<file path="src/cftv_regs.vh">
// constants for the coolant flow trip voter
// Summary of operation
// - flow trip: two of four divisions plus permissive
// - vote each hot leg on its own
// - flow trip blocked below permissive setpoint
// - bearing trip: same vote per single pump
// - bearing trip blocked below permissive setpoint
// - bearing reactor trip precedes pump trip above permissive setpoint; pump trip still fires alone below it
// - manual cooling actuations reach all four divisions
// - manual isolation actuations reach all four divisions
// - no one-pump-out permissive gates any trip
// - four channels per pump, two-of-four vote
// - permissive asserted when power above setpoint
`ifndef CFTV_REGS_VH
`define CFTV_REGS_VH
`define CFTV_NUM_DIV     4
`define CFTV_NUM_LEGS    2
`define CFTV_NUM_PUMPS   4
`define CFTV_VOTE_MIN    3'h2
`define CFTV_NUM_MANUAL  2
`define CFTV_PUMP_TRIP_DELAY 4'h2
`endif

</file>
<file path="src/cftv_trip_voter.v">
// coolant flow and pump bearing temperature trip voter with manual actuation fan-out
`timescale 1ns/100ps
`include "cftv_regs.vh"
module cftv_trip_voter #(
  parameter PUMP_DELAY = `CFTV_PUMP_TRIP_DELAY
) (
  // clock and reset
  input  wire       sys_clk,
  input  wire       rst_n,
  // low flow partial trips, one bit per division, per hot leg
  input  wire [3:0] flow_leg0_part,
  input  wire [3:0] flow_leg1_part,
  // bearing temperature partial trips, four channels per pump
  input  wire [15:0] bearing_part,
  // power range permissive partial signals per division
  input  wire [3:0] power_range_permissive_a,
  // manual actuation requests
  input  wire [1:0] manual_cooling,
  input  wire [1:0] manual_isolation,
  // trip outputs
  output reg        flow_trip_q,
  output reg        bearing_trip_q,
  output reg        reactor_trip_q,
  output reg  [3:0] pump_trip_q,
  output reg        permissive_q,
  // manual actuations fanned out, bit [2*div+n]
  output reg  [7:0] div_cooling_q,
  output reg  [7:0] div_isolation_q
);

  // two-stage synchronisers; every input comes from a field channel on its own
  // timing, so only the second stage is ever read by the voting logic
  reg  [3:0]  fl0_s1;
  reg  [3:0]  fl0_s2;
  reg  [3:0]  fl1_s1;
  reg  [3:0]  fl1_s2;
  reg  [3:0]  prm_s1;
  reg  [3:0]  prm_s2;
  reg  [15:0] brg_s1;
  reg  [15:0] brg_s2;
  reg  [1:0]  cool_s1;
  reg  [1:0]  cool_s2;
  reg  [1:0]  iso_s1;
  reg  [1:0]  iso_s2;

  // hot leg 0 low flow partial trips
  always @(posedge sys_clk or negedge rst_n) begin
    if (!rst_n) begin
      fl0_s1 <= 4'h0;
      fl0_s2 <= 4'h0;
    end else begin
      fl0_s1 <= flow_leg0_part;
      fl0_s2 <= fl0_s1;
    end
  end

  // hot leg 1 low flow partial trips, kept apart from leg 0 all the way
  always @(posedge sys_clk or negedge rst_n) begin
    if (!rst_n) begin
      fl1_s1 <= 4'h0;
      fl1_s2 <= 4'h0;
    end else begin
      fl1_s1 <= flow_leg1_part;
      fl1_s2 <= fl1_s1;
    end
  end

  // power range permissive partials, one per division
  always @(posedge sys_clk or negedge rst_n) begin
    if (!rst_n) begin
      prm_s1 <= 4'h0;
      prm_s2 <= 4'h0;
    end else begin
      prm_s1 <= power_range_permissive_a;
      prm_s2 <= prm_s1;
    end
  end

  // bearing temperature partials, sixteen channels in four pump groups
  always @(posedge sys_clk or negedge rst_n) begin
    if (!rst_n) begin
      brg_s1 <= 16'h0000;
      brg_s2 <= 16'h0000;
    end else begin
      brg_s1 <= bearing_part;
      brg_s2 <= brg_s1;
    end
  end

  // manual containment cooling requests
  always @(posedge sys_clk or negedge rst_n) begin
    if (!rst_n) begin
      cool_s1 <= 2'h0;
      cool_s2 <= 2'h0;
    end else begin
      cool_s1 <= manual_cooling;
      cool_s2 <= cool_s1;
    end
  end

  // manual containment isolation requests
  always @(posedge sys_clk or negedge rst_n) begin
    if (!rst_n) begin
      iso_s1 <= 2'h0;
      iso_s2 <= 2'h0;
    end else begin
      iso_s1 <= manual_isolation;
      iso_s2 <= iso_s1;
    end
  end

  // per-group vote results
  wire [1:0] leg_vote;
  wire [3:0] pump_vote;
  wire       perm_vote;

  // hot leg 0 voted on its own; a single division on each leg never combines
  cftv_vote u_leg0 (
    .part_trip (fl0_s2),
    .vote_trip (leg_vote[0])
  );

  // hot leg 1 voted on its own
  cftv_vote u_leg1 (
    .part_trip (fl1_s2),
    .vote_trip (leg_vote[1])
  );

  // permissive itself is voted two of four across divisions, so one failed
  // channel can neither block nor arm the trips
  cftv_vote u_perm (
    .part_trip (prm_s2),
    .vote_trip (perm_vote)
  );

  // one voter per pump; channels of different pumps never add up
  genvar p;
  generate
    for (p = 0; p < 4; p = p + 1) begin : g_pump
      cftv_vote u_pump (
        .part_trip (brg_s2[4*p+3:4*p]),
        .vote_trip (pump_vote[p])
      );
    end
  endgenerate

  // trips gated only by the power permissive; no one-pump-out permissive exists
  wire flow_d    = (|leg_vote) & perm_vote;
  wire bearing_d = (|pump_vote) & perm_vote;

  // true once a pump vote has persisted for the whole hold-back time
  function pump_expired;
    input [3:0] cnt;
    begin
      pump_expired = (cnt == PUMP_DELAY[3:0]);
    end
  endfunction

  // low flow trip, registered so downstream actuation sees a clean level
  always @(posedge sys_clk or negedge rst_n) begin
    if (!rst_n) begin
      flow_trip_q <= 1'b0;
    end else begin
      flow_trip_q <= flow_d;
    end
  end

  // bearing temperature trip
  always @(posedge sys_clk or negedge rst_n) begin
    if (!rst_n) begin
      bearing_trip_q <= 1'b0;
    end else begin
      bearing_trip_q <= bearing_d;
    end
  end

  // combined reactor trip; built from the same next values so it never lags
  // either of its two sources by a cycle
  always @(posedge sys_clk or negedge rst_n) begin
    if (!rst_n) begin
      reactor_trip_q <= 1'b0;
    end else begin
      reactor_trip_q <= flow_d | bearing_d;
    end
  end

  // voted permissive, shown for monitoring
  always @(posedge sys_clk or negedge rst_n) begin
    if (!rst_n) begin
      permissive_q <= 1'b0;
    end else begin
      permissive_q <= perm_vote;
    end
  end

  // delay counters hold pump trips back so the reactor trip lands first;
  // the pump trip is not permissive-gated, so it still fires at low power
  reg [3:0] pump_cnt_q [0:3];
  integer i;
  always @(posedge sys_clk or negedge rst_n) begin
    if (!rst_n) begin
      pump_trip_q <= 4'h0;
      for (i = 0; i < 4; i = i + 1) begin
        pump_cnt_q[i] <= 4'h0;
      end
    end else begin
      for (i = 0; i < 4; i = i + 1) begin
        // a dropped vote restarts the hold-back from zero
        if (!pump_vote[i]) begin
          pump_cnt_q[i] <= 4'h0;
        end else if (!pump_expired(pump_cnt_q[i])) begin
          pump_cnt_q[i] <= pump_cnt_q[i] + 4'h1;
        end
        pump_trip_q[i] <= pump_vote[i] && pump_expired(pump_cnt_q[i]);
      end
    end
  end

  // every manual cooling actuation reaches all four divisions, including the
  // fourth; containment isolation is driven only by the isolation requests
  always @(posedge sys_clk or negedge rst_n) begin
    if (!rst_n) begin
      div_cooling_q <= 8'h00;
    end else begin
      div_cooling_q <= {4{cool_s2}};
    end
  end

  // every manual isolation actuation reaches all four divisions
  always @(posedge sys_clk or negedge rst_n) begin
    if (!rst_n) begin
      div_isolation_q <= 8'h00;
    end else begin
      div_isolation_q <= {4{iso_s2}};
    end
  end
endmodule

</file>
<file path="src/cftv_vote.v">
// two-of-four coincidence voter for one group of division partial trips
`timescale 1ns/100ps
`include "cftv_regs.vh"
module cftv_vote (
  // partial trips of the four divisions in one group
  input  wire [3:0] part_trip,
  // vote result
  output wire       vote_trip
);
  // count agreeing divisions; two or more trips the group
  wire [2:0] count = {2'h0, part_trip[0]} + {2'h0, part_trip[1]} +
                     {2'h0, part_trip[2]} + {2'h0, part_trip[3]};
  assign vote_trip = (count >= `CFTV_VOTE_MIN);
endmodule
</file>
<file path="config.mk">
export PLATFORM = sky130hd
export DESIGN_NAME = cftv_trip_voter
export DESIGN_NICKNAME = d
export VERILOG_FILES = /design/src/cftv_trip_voter.v /design/src/cftv_vote.v
export VERILOG_INCLUDE_DIRS = /design/src
export SDC_FILE = /design/constraint.sdc
export NUM_CORES = 1
export LEC_CHECK = 0
export ABC_CLOCK_PERIOD_IN_PS = 2900
export BUFFER_PORTS_ARGS = -buffer_cell sky130_fd_sc_hd__buf_2
export CAP_MARGIN = 20
export CORE_MARGIN = 4
export CORE_UTILIZATION = 58
export DETAILED_ROUTE_END_ITERATION = 8
export PLACE_DENSITY = 0.83
export SLEW_MARGIN = 20
export SYNTH_ARGS = -nofsm -noshare
export SYNTH_HDL_FRONTEND = slang
export SYNTH_HIERARCHICAL = 1
export SYNTH_SLANG_ARGS = --single-unit
</file>
<file path="constraint.sdc">
create_clock -name sys_clk -period 2.9 [get_ports sys_clk]
set_input_delay 0.145 -clock sys_clk [delete_from_list [all_inputs] [get_ports sys_clk]]
set_output_delay 0.145 -clock sys_clk [all_outputs]
set_load 0.02 [all_outputs]
</file>
# [After elaboration in Yosys (flattened, before gate mapping)]
# Index checks and enable logic that the tools add are counted.
[totals] regBits=104 inputBits=34 out_inout_bits=24 word_cells=80
[classes] addsub=25 n_lt_le_gt_ge=7 n_eq_ne=8 muxes=8 bitwise_logic=3 n_reduce_logical=6
[op_table] operator="adder 3 x 1 -> 3 bit" n=14
[op_table] operator="2-to-1 mux 4 bit" n=8
[op_table] operator="greater-or-equal comparator 3 x 2 -> 1 bit (second input constant)" n=7
[op_table] operator="adder 4 x 1 -> 4 bit (second input constant)" n=4
[op_table] operator="== test 4 x 2 -> 1 bit (second input constant)" n=4
[op_table] operator="adder 1 x 1 -> 2 bit" n=7
[op_table] operator="!= test 2 bit (second input constant)" n=4
[op_table] operator="logical AND 1 bit" n=4
[op_table] operator="OR reduction 4 bit" n=1
[op_table] operator="AND 1 bit" n=2
[op_table] operator="OR reduction 2 bit" n=1
[op_table] operator="bitwise OR 1 bit" n=1

# [Depth between registers and ports, before layout]
# Gate-level depths: netlist of the first run.
[depth] word_depth=7 mapped_depth=5 depth_no_buf=5

# [Hierarchy]
# Netlist of the first run, hierarchy kept.
[modules_own_cells] module="cftv_trip_voter" instances=1 cells_per_inst=163 area_per_inst_um2=2885.3 seq_area_each_um2=2302.2
[modules_own_cells] module="cftv_vote" instances=7 cells_per_inst=6 area_per_inst_um2=43.8 seq_area_each_um2=0.0

# [Worst setup path after synthesis of the first run]
# No wires, ideal clock.
[synth_timing] path_type="register to register" start="reg brg_s2[1]" end="reg pump_cnt_q[13] (netlist name)" setup_time_ns=0.128 arrival_time_ns=1.639 slack_ns=1.134 stages_incl_launch_ff=6 path_buffers=0 cell_sequence="dfrtp_1 inv_1 fa_1 o21ai_2 and4bb_2 mux2_1"
[synth_between] elab_chain_cells=5
[synth_lines] item="from (decl)" line="cftv_trip_voter.v:40" text="reg [15:0] brg_s2;"
[synth_lines] item="from (signal assigned)" line="cftv_trip_voter.v:86" text="brg_s2 <= brg_s1;"
[synth_lines] item="adder 1 x 1 -> 2 bit *" line="cftv_vote.v:11" text="wire [2:0] count = {2'h0, part_trip[0]} + {2'h0, part_trip[1]} +"
[synth_lines] item="adder 3 x 1 -> 3 bit *" line="cftv_vote.v:11"
[synth_lines] item="adder 3 x 1 -> 3 bit *" line="cftv_vote.v:12" text="{2'h0, part_trip[2]} + {2'h0, part_trip[3]};"
[synth_lines] item="greater-or-equal comparator 3 x 2 -> 1 bit (no line) *"
[synth_lines] item="named net pump_vote[0]" line="cftv_trip_voter.v:114" text="wire [3:0] pump_vote;"
[synth_lines] item="!= test 2 bit (no line) / 2-to-1 mux 4 bit (equally long branches)"
[synth_lines] item="to (signal, indexed assignment)" line="cftv_trip_voter.v:212" text="pump_cnt_q[i] <= pump_cnt_q[i] + 4'h1;"
[synth_lines] item="to (decl)" line="cftv_trip_voter.v:198" text="reg [3:0] pump_cnt_q [0:3];"
# Mark *: on every way through the listed nets, which the timed path passes. The rest lies on a longest branch.
# A chain may end at the register's enable or synchronous reset.

# [Final worst setup path of the first run]
[layout_timing] start="reg brg_s2[0]" end="reg pump_cnt_q[13] (netlist name)"
# The elaborated chain is that of the path after synthesis.

==> results of run 1 <==
stage by stage:
stage / setup WS (ns) / std cells / total power, mW
finish: 0.9266 / 370 / 3.023
global route: 0.8046 / 370 / 3.189
CTS: 0.9579 / 370 / 3.006
detailed placement: 0.9659 / 321 / 2.047
global placement: 1.018 / 321 / 2.017
floorplan: 1.134 / 205 / 1.891
power by group:
group | total [mW] | internal [mW] | switching, mW
Combinational | 0.521 | 0.257 | 0.264
Clock | 0.950 | 0.509 | 0.441
Sequential | 1.55 | 1.44 | 0.111
routing by layer:
layer / global-route usage, % / share of wire [%]
met5: 0 / 0
met3: 5.531 / 5.4
met1: 26.62 / 39
met2: 34.62 / 53
met4: 8.306 / 2.5
cell families (layout without fill, tap and decap cells):
group | count (synthesis) | count (layout)
adders and majority gates | 15 | 15
xor gates and xnor gates | 4 | 4
and+or+nand+nor | 29 | 29
DFF | 92 | 92
AOI/OAI and AO/OA | 9 | 9
muxes | 12 | 12
buffers and inverters | 44 | 139
cells in the mapped netlist, drive strengths merged:
| master | number |
|---|---|
| dfrtp | 92 |
| inv | 32 |
| buf | 12 |
| ha | 8 |
| mux2i | 8 |
| fa | 7 |
| o21ai | 7 |
| nand2b | 6 |
| and4bb | 4 |
| mux2 | 4 |
| nand2 | 4 |
| nand3 | 4 |
| nor2b | 4 |
| nor3b | 4 |
| xnor2 | 4 |
| or2b | 2 |
| o21a | 1 |
| o41a | 1 |
| or2 | 1 |
layout make-up:
type / instances / area, sq um
Clock buffer: 10 / 137.6
Sequential cell: 92 / 2302
Inverter: 32 / 120.1
Fill cell: 271 / 1154
Timing Repair Buffer: 91 / 638.1
Clock inverter: 6 / 86.33
Tap cell: 70 / 87.58
Multi-Input combinational cell: 69 / 679.4
worst max-delay path by stage:
stage,depth (start not counted),endpoint,startpoint
final,5,pump_cnt_q[13]$_DFFE_PN0P_,brg_s2[0]$_DFF_PN0_
after global routing,5,pump_cnt_q[13]$_DFFE_PN0P_,brg_s2[0]$_DFF_PN0_
after CTS,5,pump_cnt_q[13]$_DFFE_PN0P_,brg_s2[1]$_DFF_PN0_
after detailed placement,5,pump_cnt_q[13]$_DFFE_PN0P_,brg_s2[1]$_DFF_PN0_
after global placement,5,pump_cnt_q[13]$_DFFE_PN0P_,brg_s2[1]$_DFF_PN0_
after floorplan,5,pump_cnt_q[13]$_DFFE_PN0P_,brg_s2[1]$_DFF_PN0_
what timing repair did:
action                    4_1_cts  5_1_grt
hold endpoints to repair      124        0
gates resized for setup         0        0
hold buffers                   33        0
worst max-delay path, cell delays in order, from the launching register on:
cell and delay [ns]:
dfrtp_1 0.35, inv_1 0.06, fa_1 0.48, o21ai_2 0.29, and4bb_2 0.35, mux2_1 0.33
==> metrics.txt, run 1 <==
# TYPE chip_impl_metric gauge
chip_impl_metric{name="gp_routability_congestion",unit=""} 0.7916
chip_impl_metric{name="wire_length_of_the_first_global_routing_pass",unit="um"} 9949
chip_impl_metric{name="overflow",unit=""} 0
chip_impl_metric{name="cts.clk_slew.worst_paths",unit="ns"} 0.09
chip_impl_info{name="layout_common_cells",value="dfrtp_1 (92), buf_2 (56), dlygate4sd3_1 (33)"} 1
chip_impl_info{name="grt_setup_unrepaired",value="no"} 1
chip_impl_metric{name="ys_types",unit=""} 19
chip_impl_metric{name="synth_xor_xnor_area_share",unit="%"} 1.098
chip_impl_metric{name="postLayoutCoreUtil",unit="%"} 77.84
chip_impl_metric{name="detailedRoute.firstIterationViolations",unit=""} 67
chip_impl_metric{name="fraction_of_final_layout_cells_with_drive_strength_greater_than_1",unit="%"} 28.33
chip_impl_metric{name="report.final.setup_viol",unit=""} 0
chip_impl_metric{name="antenna_cells_inserted",unit=""} 0
chip_impl_info{name="layout_commonest_cell",value="dfrtp_1"} 1
chip_impl_metric{name="worst_hold_path.num_cells",unit=""} 0
chip_impl_metric{name="die_span_in_x",unit="um"} 82.19
chip_impl_metric{name="initial_core_util",unit="%"} 61.32
chip_impl_metric{name="syn_area",unit="sq um"} 3192
chip_impl_info{name="critPathKind",value="flip-flop to flip-flop"} 1
chip_impl_metric{name="maxClockFrequency",unit="MHz"} 506.7
chip_impl_info{name="tritoncts",value="built"} 1
chip_impl_metric{name="vias",unit=""} 1788
chip_impl_metric{name="ys_seq_area_share",unit="%"} 72.13
chip_impl_info{name="ys_top_cells_by_area",value="dfrtp_1 (72%), fa_1 (4.4%), inv_1 (3.8%)"} 1
chip_impl_metric{name="stdcell_area",unit="sq um"} 4051
chip_impl_metric{name="peak_fanout_along_the_critical_path",unit=""} 7
chip_impl_metric{name="final.min_clock_period",unit="ns"} 1.973
chip_impl_metric{name="fp.dieH",unit="um"} 82.19
chip_impl_metric{name="synth_simple_gate_area_share",unit="%"} 6.233
chip_impl_metric{name="cts_setup_buffers",unit=""} 0
chip_impl_metric{name="whs",unit="ns"} 0.3527
chip_impl_metric{name="detail_route.first_pass.iterations",unit=""} 4
chip_impl_info{name="setup.worst_path.end_class",value="flip-flop"} 1
chip_impl_metric{name="rows",unit=""} 26
chip_impl_info{name="synth_largest_area_cell",value="dfrtp_1"} 1
chip_impl_metric{name="maximum_number_of_pins_on_one_net_before_global_route_repair",unit=""} 93
chip_impl_metric{name="h_tree_lvl_count",unit=""} 3
chip_impl_metric{name="syn-num-nets",unit=""} 254
chip_impl_metric{name="synth_largest_type_area_fraction",unit="%"} 72.13
chip_impl_metric{name="vdd_ir_drop_max",unit="uV"} 505.7
chip_impl_metric{name="leakage_dissipation",unit="nW"} 2.031
chip_impl_metric{name="period_share",unit="%"} 68.05
chip_impl_info{name="rr_startpoint",value="brg_s2[0]$_DFF_PN0_"} 1
chip_impl_metric{name="number_of_antenna_violations_at_the_first_check_in_global_routing",unit=""} 0
chip_impl_metric{name="cts_bufs_inserted",unit=""} 9
chip_impl_info{name="synth_top_family_by_area",value="adder cells"} 1
chip_impl_metric{name="cts_buffer_depth",unit=""} 2
chip_impl_metric{name="post_synthesis_mux_area_share",unit="%"} 3.920
chip_impl_info{name="hold_path.class",value="flip-flop to flip-flop"} 1
chip_impl_metric{name="worst_pin_slew",unit="ns"} 0.4572
chip_impl_info{name="reg_to_reg_end",value="pump_cnt_q[13]$_DFFE_PN0P_"} 1
chip_impl_metric{name="core",unit="sq um"} 5205
chip_impl_metric{name="syn2layout_area_growth",unit="%"} 26.93
chip_impl_metric{name="finalWirelength",unit="um"} 6034
chip_impl_metric{name="critical_path_arrival",unit="ns"} 2.20
chip_impl_metric{name="reg2reg_slack",unit="ns"} 0.93
chip_impl_metric{name="die_area",unit="sq um"} 6754
chip_impl_info{name="clk_root_buffer_cell",value="clkbuf_8"} 1
chip_impl_info{name="hold_path.startpoint",value="iso_s1[0]$_DFF_PN0_"} 1
chip_impl_metric{name="synth-seq-cells",unit=""} 92
chip_impl_metric{name="placedInstanceArea",unit="sq um"} 3497
chip_impl_metric{name="grt_total_usage",unit="%"} 20.99
chip_impl_metric{name="slew_headroom",unit="%"} 69.52
chip_impl_metric{name="synth_compound_area_share",unit="%"} 2.509
chip_impl_metric{name="drt_drc_violations_left",unit=""} 0
chip_impl_metric{name="synth.yosys.warnings",unit=""} 6
chip_impl_metric{name="antenna_left",unit=""} 0
chip_impl_metric{name="accumulated_negative_setup_slack",unit="ns"} 0
chip_impl_metric{name="routed_wire_length_per_instance",unit="um"} 16.31
chip_impl_info{name="largest_registers",value="brg_s1 (16), brg_s2 (16), pump_cnt_q (16)"} 1
chip_impl_metric{name="timing.final.hold_violations",unit=""} 0
chip_impl_metric{name="place.port_buffers",unit=""} 57
chip_impl_metric{name="vias_in_the_first_global_route",unit=""} 1918
chip_impl_metric{name="mean_cell_area_of_the_mapped_netlist",unit="sq um"} 15.57
chip_impl_metric{name="finalClockSkew",unit="ns"} 0.009646
chip_impl_metric{name="cts.sink_count",unit=""} 92
chip_impl_metric{name="detailed_place_hpwl",unit="um"} 3076
chip_impl_metric{name="cp_required",unit="ns"} 3.13
chip_impl_metric{name="synth_fa_ha_area_share",unit="%"} 7.526
chip_impl_metric{name="pwr_density_cell",unit="nW/um^2"} 746.2
chip_impl_info{name="timing.critical_path.from_type",value="flip-flop"} 1
chip_impl_metric{name="num-nets-final",unit=""} 344
chip_impl_metric{name="drv.max_cap_violation_count",unit=""} 0
chip_impl_metric{name="via_per_inst",unit=""} 4.832
chip_impl_metric{name="ios",unit=""} 58
chip_impl_metric{name="clock_network_latency_to_the_later_pin_of_the_worst_skew_pair",unit="ns"} 0.35
chip_impl_metric{name="postSynthCellCount",unit=""} 205
chip_impl_info{name="outcome",value="finished, final reports clean"} 1
chip_impl_metric{name="r2r_cells",unit=""} 5
chip_impl_info{name="worstHoldEndpoint",value="iso_s2[0]$_DFF_PN0_"} 1
chip_impl_metric{name="report.final.slew_viol_count",unit=""} 0
(Power assumes the default switching activity.)
==> inputs of run 2 (changes only) <==
--- a/config.mk
+++ b/config.mk
@@ -6,13 +6,13 @@
 export SDC_FILE = /design/constraint.sdc
 export NUM_CORES = 1
 export LEC_CHECK = 0
-export ABC_CLOCK_PERIOD_IN_PS = 2900
+export ABC_CLOCK_PERIOD_IN_PS = 1800
 export BUFFER_PORTS_ARGS = -buffer_cell sky130_fd_sc_hd__buf_2
 export CAP_MARGIN = 20
 export CORE_MARGIN = 4
-export CORE_UTILIZATION = 58
+export CORE_UTILIZATION = 49
 export DETAILED_ROUTE_END_ITERATION = 8
-export PLACE_DENSITY = 0.83
+export PLACE_DENSITY = 0.74
 export SLEW_MARGIN = 20
 export SYNTH_ARGS = -nofsm -noshare
 export SYNTH_HDL_FRONTEND = slang
==> constraint.sdc (replaced) <==
create_clock -name sys_clk -period 1.8 [get_ports sys_clk]
set_input_delay 0.09 -clock sys_clk [delete_from_list [all_inputs] [get_ports sys_clk]]
set_output_delay 0.09 -clock sys_clk [all_outputs]
set_load 0.02 [all_outputs]
==> metrics.txt, run 2 (synthesis results as in run 1) <==
# TYPE chip_impl_metric gauge
chip_impl_info{name="outcome",value="finished, violations left"} 1
chip_impl_info{name="failed_checks",value="setup timing"} 1
chip_impl_metric{name="vias_in_the_first_global_route",unit=""} 1811
chip_impl_info{name="layout_commonest_cell",value="dfrtp_1"} 1
chip_impl_info{name="tritoncts",value="built"} 1
chip_impl_metric{name="slew_headroom",unit="%"} 70.23
chip_impl_metric{name="timing.critical_path.slowest_cell_delay",unit="ns"} 0.48
chip_impl_metric{name="finalClockSkew",unit="ns"} 0.004576
chip_impl_info{name="grt_setup_unrepaired",value="yes"} 1
chip_impl_metric{name="rows",unit=""} 29
chip_impl_metric{name="final.min_clock_period",unit="ns"} 1.801
chip_impl_metric{name="overflow",unit=""} 0
chip_impl_info{name="setup.worst_path.end_class",value="flip-flop"} 1
chip_impl_metric{name="h_tree_lvl_count",unit=""} 3
chip_impl_metric{name="worst_pin_slew",unit="ns"} 0.4465
chip_impl_metric{name="pwr_density_cell",unit="nW/um^2"} 1150
chip_impl_metric{name="die_span_in_x",unit="um"} 88.71
chip_impl_metric{name="critical_path_arrival",unit="ns"} 2.03
chip_impl_metric{name="vdd_ir_drop_max",unit="uV"} 703.8
chip_impl_metric{name="place.port_buffers",unit=""} 57
chip_impl_metric{name="finalWirelength",unit="um"} 4978
chip_impl_metric{name="core",unit="sq um"} 6350
chip_impl_info{name="critical_path.cell_chain",value="inv_2, fa_1, o21ai_2, and4bb_2, mux2_4"} 1
chip_impl_metric{name="wire_length_of_the_first_global_routing_pass",unit="um"} 8355
chip_impl_info{name="critPathKind",value="flip-flop to flip-flop"} 1
chip_impl_metric{name="number_of_antenna_violations_at_the_first_check_in_global_routing",unit=""} 0
chip_impl_info{name="hold_path.class",value="primary input to async pin"} 1
chip_impl_info{name="crit_path_top_delay_cell",value="fa_1"} 1
chip_impl_metric{name="detail_route.first_pass.iterations",unit=""} 4
chip_impl_metric{name="report.final.setup_viol",unit=""} 1
chip_impl_metric{name="fp.dieH",unit="um"} 88.71
chip_impl_info{name="timing.critical_path.from_type",value="flip-flop"} 1
chip_impl_metric{name="timing.final.hold_violations",unit=""} 0
chip_impl_metric{name="drt_drc_violations_left",unit=""} 0
chip_impl_info{name="layout_common_cells",value="dfrtp_1 (92), buf_2 (56), dlygate4sd3_1 (33)"} 1
chip_impl_info{name="clk_root_buffer_cell",value="clkbuf_8"} 1
chip_impl_metric{name="cts_bufs_inserted",unit=""} 9
chip_impl_metric{name="postLayoutCoreUtil",unit="%"} 65.52
chip_impl_metric{name="timing.final.ws_setup",unit="ns"} -0.0005338
chip_impl_metric{name="detailed_place_hpwl",unit="um"} 3041
chip_impl_info{name="rr_startpoint",value="brg_s2[4]$_DFF_PN0_"} 1
chip_impl_info{name="largest_registers",value="brg_s1 (16), brg_s2 (16), pump_cnt_q (16)"} 1
chip_impl_metric{name="antenna_cells_inserted",unit=""} 0
chip_impl_metric{name="syn2layout_area_growth",unit="%"} 30.34
chip_impl_metric{name="clock_network_latency_to_the_later_pin_of_the_worst_skew_pair",unit="ns"} 0.34
chip_impl_metric{name="vias",unit=""} 1702
chip_impl_metric{name="cts.clk_slew.worst_paths",unit="ns"} 0.09
chip_impl_metric{name="maximum_number_of_pins_on_one_net_before_global_route_repair",unit=""} 36
chip_impl_metric{name="fillerInstances",unit=""} 426
chip_impl_metric{name="peak_fanout_along_the_critical_path",unit=""} 4
chip_impl_metric{name="antenna_left",unit=""} 0
chip_impl_metric{name="routed_wire_length_per_instance",unit="um"} 12.83
chip_impl_metric{name="leakage_dissipation",unit="nW"} 2.076
chip_impl_metric{name="report.final.slew_viol_count",unit=""} 0
chip_impl_metric{name="ios",unit=""} 58
chip_impl_metric{name="drv.max_cap_violation_count",unit=""} 0
chip_impl_metric{name="r2r_cells",unit=""} 5
chip_impl_metric{name="maxClockFrequency",unit="MHz"} 555.4
chip_impl_metric{name="period_share",unit="%"} 100.0
chip_impl_metric{name="num-nets-final",unit=""} 355
chip_impl_metric{name="via_per_inst",unit=""} 4.387
chip_impl_metric{name="initial_core_util",unit="%"} 50.27
chip_impl_metric{name="cts_buffer_depth",unit=""} 2
chip_impl_metric{name="grt_total_usage",unit="%"} 14.48
chip_impl_metric{name="cts.sink_count",unit=""} 92
chip_impl_metric{name="cp_required",unit="ns"} 2.03
chip_impl_metric{name="whs",unit="ns"} 0.2359
chip_impl_metric{name="die_area",unit="sq um"} 7869
chip_impl_metric{name="reg2reg_slack",unit="ns"} -0.0005
chip_impl_info{name="reg_to_reg_end",value="pump_cnt_q[9]$_DFFE_PN0P_"} 1
chip_impl_metric{name="fraction_of_final_layout_cells_with_drive_strength_greater_than_1",unit="%"} 34.08
chip_impl_metric{name="gp_routability_congestion",unit=""} 0.7357
chip_impl_metric{name="detailedRoute.firstIterationViolations",unit=""} 74
## run 2: cell types whose count changed in the layout (fill, tap and decap cells not counted), moves of 3 or more
| cell | delta |
|---|---|
| buf_4 | +9 |
| inv_1 | -5 |
| inv_2 | +5 |
| mux2_4 | +3 |
| mux2_1 | -3 |
## run 2: metal layers
layer	vias to the layer above	routed length, um	global-route usage [%]
li1	822	-	-
met3	8	213	4.749
met4	0	95	6.456
met1	839	2089	18.06
met5	-	0	0
met2	33	2580	23.14
## run 2: what timing repair did
action                                  4_1_cts  5_1_grt
setup buffers                                 2        1
hold buffers                                 33        0
endpoints found under the setup margin        3       11
resized for setup                             2       12
pin swaps                                     3        6
endpoints found under the hold margin        64        0
## run 2: where the power goes
part,switching (mW),total (mW),internal [mW]
logic,0.454,0.977,0.523
clock network,0.693,1.31,0.620
registers,0.173,2.49,2.32
total,1.32,4.78,3.46
## run 2: layout make-up
cell class / count / area (sq um) / area share (%)
sequential: 92 / 2302 / 55.34
timing repair buffer: 102 / 728.2 / 17.50
multi-input combinational: 69 / 715.7 / 17.20
clock buffer: 12 / 165.2 / 3.970
inverter: 32 / 120.1 / 2.887
tap: 77 / 96.34 / 2.316
clock inverter: 4 / 32.53 / 0.7820
## run 2: per-stage QoR
step                      worst slack, ns  setup TNS, ns  power, mW  instance area, sq um  std cells
final                          -0.0005338     -0.0005338      4.784                  4160        388
after global routing             -0.06967        -0.4228      5.058                  4160        388
after CTS                       -0.008397       -0.01428      4.724                  4124        387
after detailed placement         -0.01710       -0.02742      3.343                  3566        336
after global placement            0.02238              0      3.293                  3566        336
after floorplan                   0.03350              0      3.046                  3192        205
## run 2: how the worst max path moves through the flow
stage	start	endpoint	slack [ns]
2_1_floorplan	brg_s2[1]$_DFF_PN0_	pump_cnt_q[13]$_DFFE_PN0P_	0.03
3_3_place_gp	brg_s2[9]$_DFF_PN0_	pump_cnt_q[5]$_DFFE_PN0P_	0.02
3_5_place_dp	brg_s2[9]$_DFF_PN0_	pump_cnt_q[5]$_DFFE_PN0P_	-0.02
4_1_cts	brg_s2[8]$_DFF_PN0_	pump_cnt_q[5]$_DFFE_PN0P_	-0.008
5_1_grt	brg_s2[4]$_DFF_PN0_	pump_cnt_q[9]$_DFFE_PN0P_	-0.07
6_report	brg_s2[4]$_DFF_PN0_	pump_cnt_q[9]$_DFFE_PN0P_	-0.0005
## run 2: worst max-delay path: cells and delay by family (launching register included)
kind	cells	cell delay [ns]
simple gates	1	0.30
mux	1	0.31
buf+inv	1	0.04
fa+ha+maj	1	0.48
flops	1	0.34
compound gates	1	0.22
==> inputs of run 3 (changes only) <==
--- a/config.mk
+++ b/config.mk
@@ -10,10 +10,11 @@
 export BUFFER_PORTS_ARGS = -buffer_cell sky130_fd_sc_hd__buf_2
 export CAP_MARGIN = 20
 export CORE_MARGIN = 4
-export CORE_UTILIZATION = 49
+export CORE_UTILIZATION = 51
+export CTS_BUF_LIST = sky130_fd_sc_hd__clkbuf_2
 export DETAILED_ROUTE_END_ITERATION = 8
-export PLACE_DENSITY = 0.74
-export SLEW_MARGIN = 20
+export PLACE_DENSITY = 0.77
+export SLEW_MARGIN = 40
 export SYNTH_ARGS = -nofsm -noshare
 export SYNTH_HDL_FRONTEND = slang
 export SYNTH_HIERARCHICAL = 1
==> metrics.txt, run 3 (synthesis results as in run 1) <==
# TYPE chip_impl_metric gauge
chip_impl_info{name="outcome",value="finished, violations left"} 1
chip_impl_info{name="failed_checks",value="setup timing"} 1
chip_impl_metric{name="fillerInstances",unit=""} 396
chip_impl_metric{name="slew_headroom",unit="%"} 67.01
chip_impl_metric{name="report.final.setup_viol",unit=""} 2
chip_impl_info{name="critPathKind",value="flip-flop to flip-flop"} 1
chip_impl_metric{name="finalWirelength",unit="um"} 5263
chip_impl_metric{name="detail_route.first_pass.iterations",unit=""} 3
chip_impl_metric{name="detailed_place_hpwl",unit="um"} 3075
chip_impl_metric{name="drt_drc_violations_left",unit=""} 0
chip_impl_info{name="clk_root_buffer_cell",value="clkbuf_2"} 1
chip_impl_metric{name="period_share",unit="%"} 100.9
chip_impl_info{name="timing.critical_path.from_type",value="flip-flop"} 1
chip_impl_info{name="setup.worst_path.end_class",value="flip-flop"} 1
chip_impl_metric{name="cts_buffer_depth",unit=""} 2
chip_impl_metric{name="critical_path_arrival",unit="ns"} 2.22
chip_impl_info{name="timing.critical_path.to",value="pump_cnt_q[5]$_DFFE_PN0P_"} 1
chip_impl_metric{name="accumulated_negative_setup_slack",unit="ns"} -0.01752
chip_impl_metric{name="ios",unit=""} 58
chip_impl_info{name="tritoncts",value="built"} 1
chip_impl_info{name="layout_commonest_cell",value="dfrtp_1"} 1
chip_impl_info{name="rr_startpoint",value="brg_s2[8]$_DFF_PN0_"} 1
chip_impl_metric{name="report.final.slew_viol_count",unit=""} 0
chip_impl_metric{name="initial_core_util",unit="%"} 53.28
chip_impl_metric{name="timing.final.ws_setup",unit="ns"} -0.01632
chip_impl_metric{name="cp_required",unit="ns"} 2.20
chip_impl_info{name="grt_setup_unrepaired",value="yes"} 1
chip_impl_metric{name="fraction_of_final_layout_cells_with_drive_strength_greater_than_1",unit="%"} 35.44
chip_impl_metric{name="timing.final.hold_violations",unit=""} 0
chip_impl_metric{name="wire_length_of_the_first_global_routing_pass",unit="um"} 9225
chip_impl_metric{name="vias_in_the_first_global_route",unit=""} 1907
chip_impl_metric{name="rows",unit=""} 28
chip_impl_metric{name="gp_routability_congestion",unit=""} 0.7814
chip_impl_metric{name="finalClockSkew",unit="ns"} 0.02685
chip_impl_metric{name="h_tree_lvl_count",unit=""} 3
chip_impl_metric{name="clock_network_latency_to_the_later_pin_of_the_worst_skew_pair",unit="ns"} 0.51
chip_impl_info{name="reg_to_reg_end",value="pump_cnt_q[5]$_DFFE_PN0P_"} 1
chip_impl_metric{name="vdd_ir_drop_max",unit="uV"} 624.5
chip_impl_metric{name="maximum_number_of_pins_on_one_net_before_global_route_repair",unit=""} 35
chip_impl_metric{name="syn2layout_area_growth",unit="%"} 29.13
chip_impl_metric{name="reg2reg_slack",unit="ns"} -0.02
chip_impl_metric{name="cts_bufs_inserted",unit=""} 9
chip_impl_metric{name="number_of_antenna_violations_at_the_first_check_in_global_routing",unit=""} 0
chip_impl_metric{name="die_area",unit="sq um"} 7588
chip_impl_metric{name="grt_total_usage",unit="%"} 16.22
chip_impl_metric{name="vias",unit=""} 1720
chip_impl_info{name="layout_common_cells",value="dfrtp_1 (92), buf_2 (57), dlygate4sd3_1 (34)"} 1
chip_impl_metric{name="leakage_dissipation",unit="nW"} 2.086
chip_impl_info{name="hold_path.class",value="primary input to async pin"} 1
chip_impl_metric{name="fp.dieH",unit="um"} 87.11
chip_impl_metric{name="core",unit="sq um"} 5991
chip_impl_metric{name="maxClockFrequency",unit="MHz"} 550.6
chip_impl_metric{name="cts.clk_slew.worst_paths",unit="ns"} 0.26
chip_impl_info{name="largest_registers",value="brg_s1 (16), brg_s2 (16), pump_cnt_q (16)"} 1
chip_impl_metric{name="drv.max_cap_violation_count",unit=""} 0
chip_impl_metric{name="routed_wire_length_per_instance",unit="um"} 13.46
chip_impl_metric{name="place.port_buffers",unit=""} 57
chip_impl_metric{name="detailedRoute.firstIterationViolations",unit=""} 33
chip_impl_metric{name="via_per_inst",unit=""} 4.399
chip_impl_metric{name="die_span_in_x",unit="um"} 87.11
chip_impl_metric{name="postLayoutCoreUtil",unit="%"} 68.80
chip_impl_metric{name="num-nets-final",unit=""} 360
chip_impl_info{name="worstSetupStartpoint",value="brg_s2[8]$_DFF_PN0_"} 1
chip_impl_metric{name="worst_pin_slew",unit="ns"} 0.4948
chip_impl_metric{name="pwr_density_cell",unit="nW/um^2"} 1100
chip_impl_metric{name="antenna_left",unit=""} 0
chip_impl_metric{name="overflow",unit=""} 0
chip_impl_metric{name="r2r_cells",unit=""} 5
chip_impl_metric{name="final.min_clock_period",unit="ns"} 1.816
chip_impl_metric{name="antenna_cells_inserted",unit=""} 0
chip_impl_metric{name="cts.sink_count",unit=""} 92
chip_impl_metric{name="peak_fanout_along_the_critical_path",unit=""} 4
-- run 3: repair_timing --
item | CTS | global route
hold buffers | 35 | 0
endpoints found under the hold margin | 124 | 0
setup buffers | 3 | 1
pin swaps | 7 | 11
setup endpoints to repair | 4 | 14
gates resized for setup | 3 | 13
-- run 3: cell type report --
class | instances | area [sq um] | share of cell area, %
Sequential cell | 92 | 2302 | 55.86
Timing Repair Buffer | 107 | 765.7 | 18.58
Multi-Input combinational cell | 69 | 719.4 | 17.46
Inverter | 32 | 120.1 | 2.914
Tap cell | 75 | 93.84 | 2.277
Clock inverter | 7 | 75.07 | 1.821
Clock buffer | 9 | 45.04 | 1.093
-- run 3: worst max-delay path, cell delays in order, from the launching register on --
cell      delay, ns
dfrtp_1        0.43
inv_2          0.05
fa_1           0.41
o21ai_2        0.20
and4bb_2       0.30
mux2_4         0.31
-- run 3: metrics by stage --
| stage | std cells | power, mW | cell area [sq um] | setup slack (ns) | hold slack, ns |
|---|---|---|---|---|---|
| 2_1_floorplan | 205 | 3.046 | 3192 | 0.03350 | -0.2056 |
| 4_1_cts | 390 | 4.455 | 4086 | -0.03933 | 0.01376 |
| 5_1_grt | 391 | 4.819 | 4121 | -0.08534 | 0.03742 |
| 3_3_place_gp | 336 | 3.307 | 3578 | 0.0002289 | 0.05491 |
| 6_report | 391 | 4.533 | 4121 | -0.01632 | 0.06950 |
| 3_5_place_dp | 336 | 3.353 | 3578 | -0.04512 | 0.06132 |
-- run 3: worst min path at each step --
stage                from                    endpoint  slack (ns)  depth (start not counted)
global route        rst_n    pump_trip_q[2]$_DFF_PN0_        0.04                          3
CTS                 rst_n         brg_s1[4]$_DFF_PN0_        0.01                          3
detailed placement  rst_n  div_cooling_q[6]$_DFF_PN0_        0.06                          1
global placement    rst_n        cool_s1[0]$_DFF_PN0_        0.05                          1
finish              rst_n         brg_s1[9]$_DFF_PN0_        0.07                          3
floorplan           rst_n    bearing_trip_q$_DFF_PN0_       -0.21                          0
-- run 3: power breakdown --
| group | switching, mW | leakage (nW) | internal (mW) | total [mW] |
|---|---|---|---|---|
| registers | 0.184 | 1.10 | 2.32 | 2.51 |
| logic | 0.466 | 0.910 | 0.560 | 1.03 |
| clock network | 0.671 | 0.0762 | 0.330 | 1.00 |
| total | 1.32 | 2.09 | 3.21 | 4.53 |
-- run 3: per-layer routing --
metal | vias to the layer above | GRT usage, % | share of wire [%]
li1 | 839 | - | -
met1 | 840 | 20.34 | 40
met5 | - | 0 | 0
met2 | 34 | 27.74 | 54
met3 | 7 | 3.974 | 4.0
met4 | 0 | 5.439 | 1.5
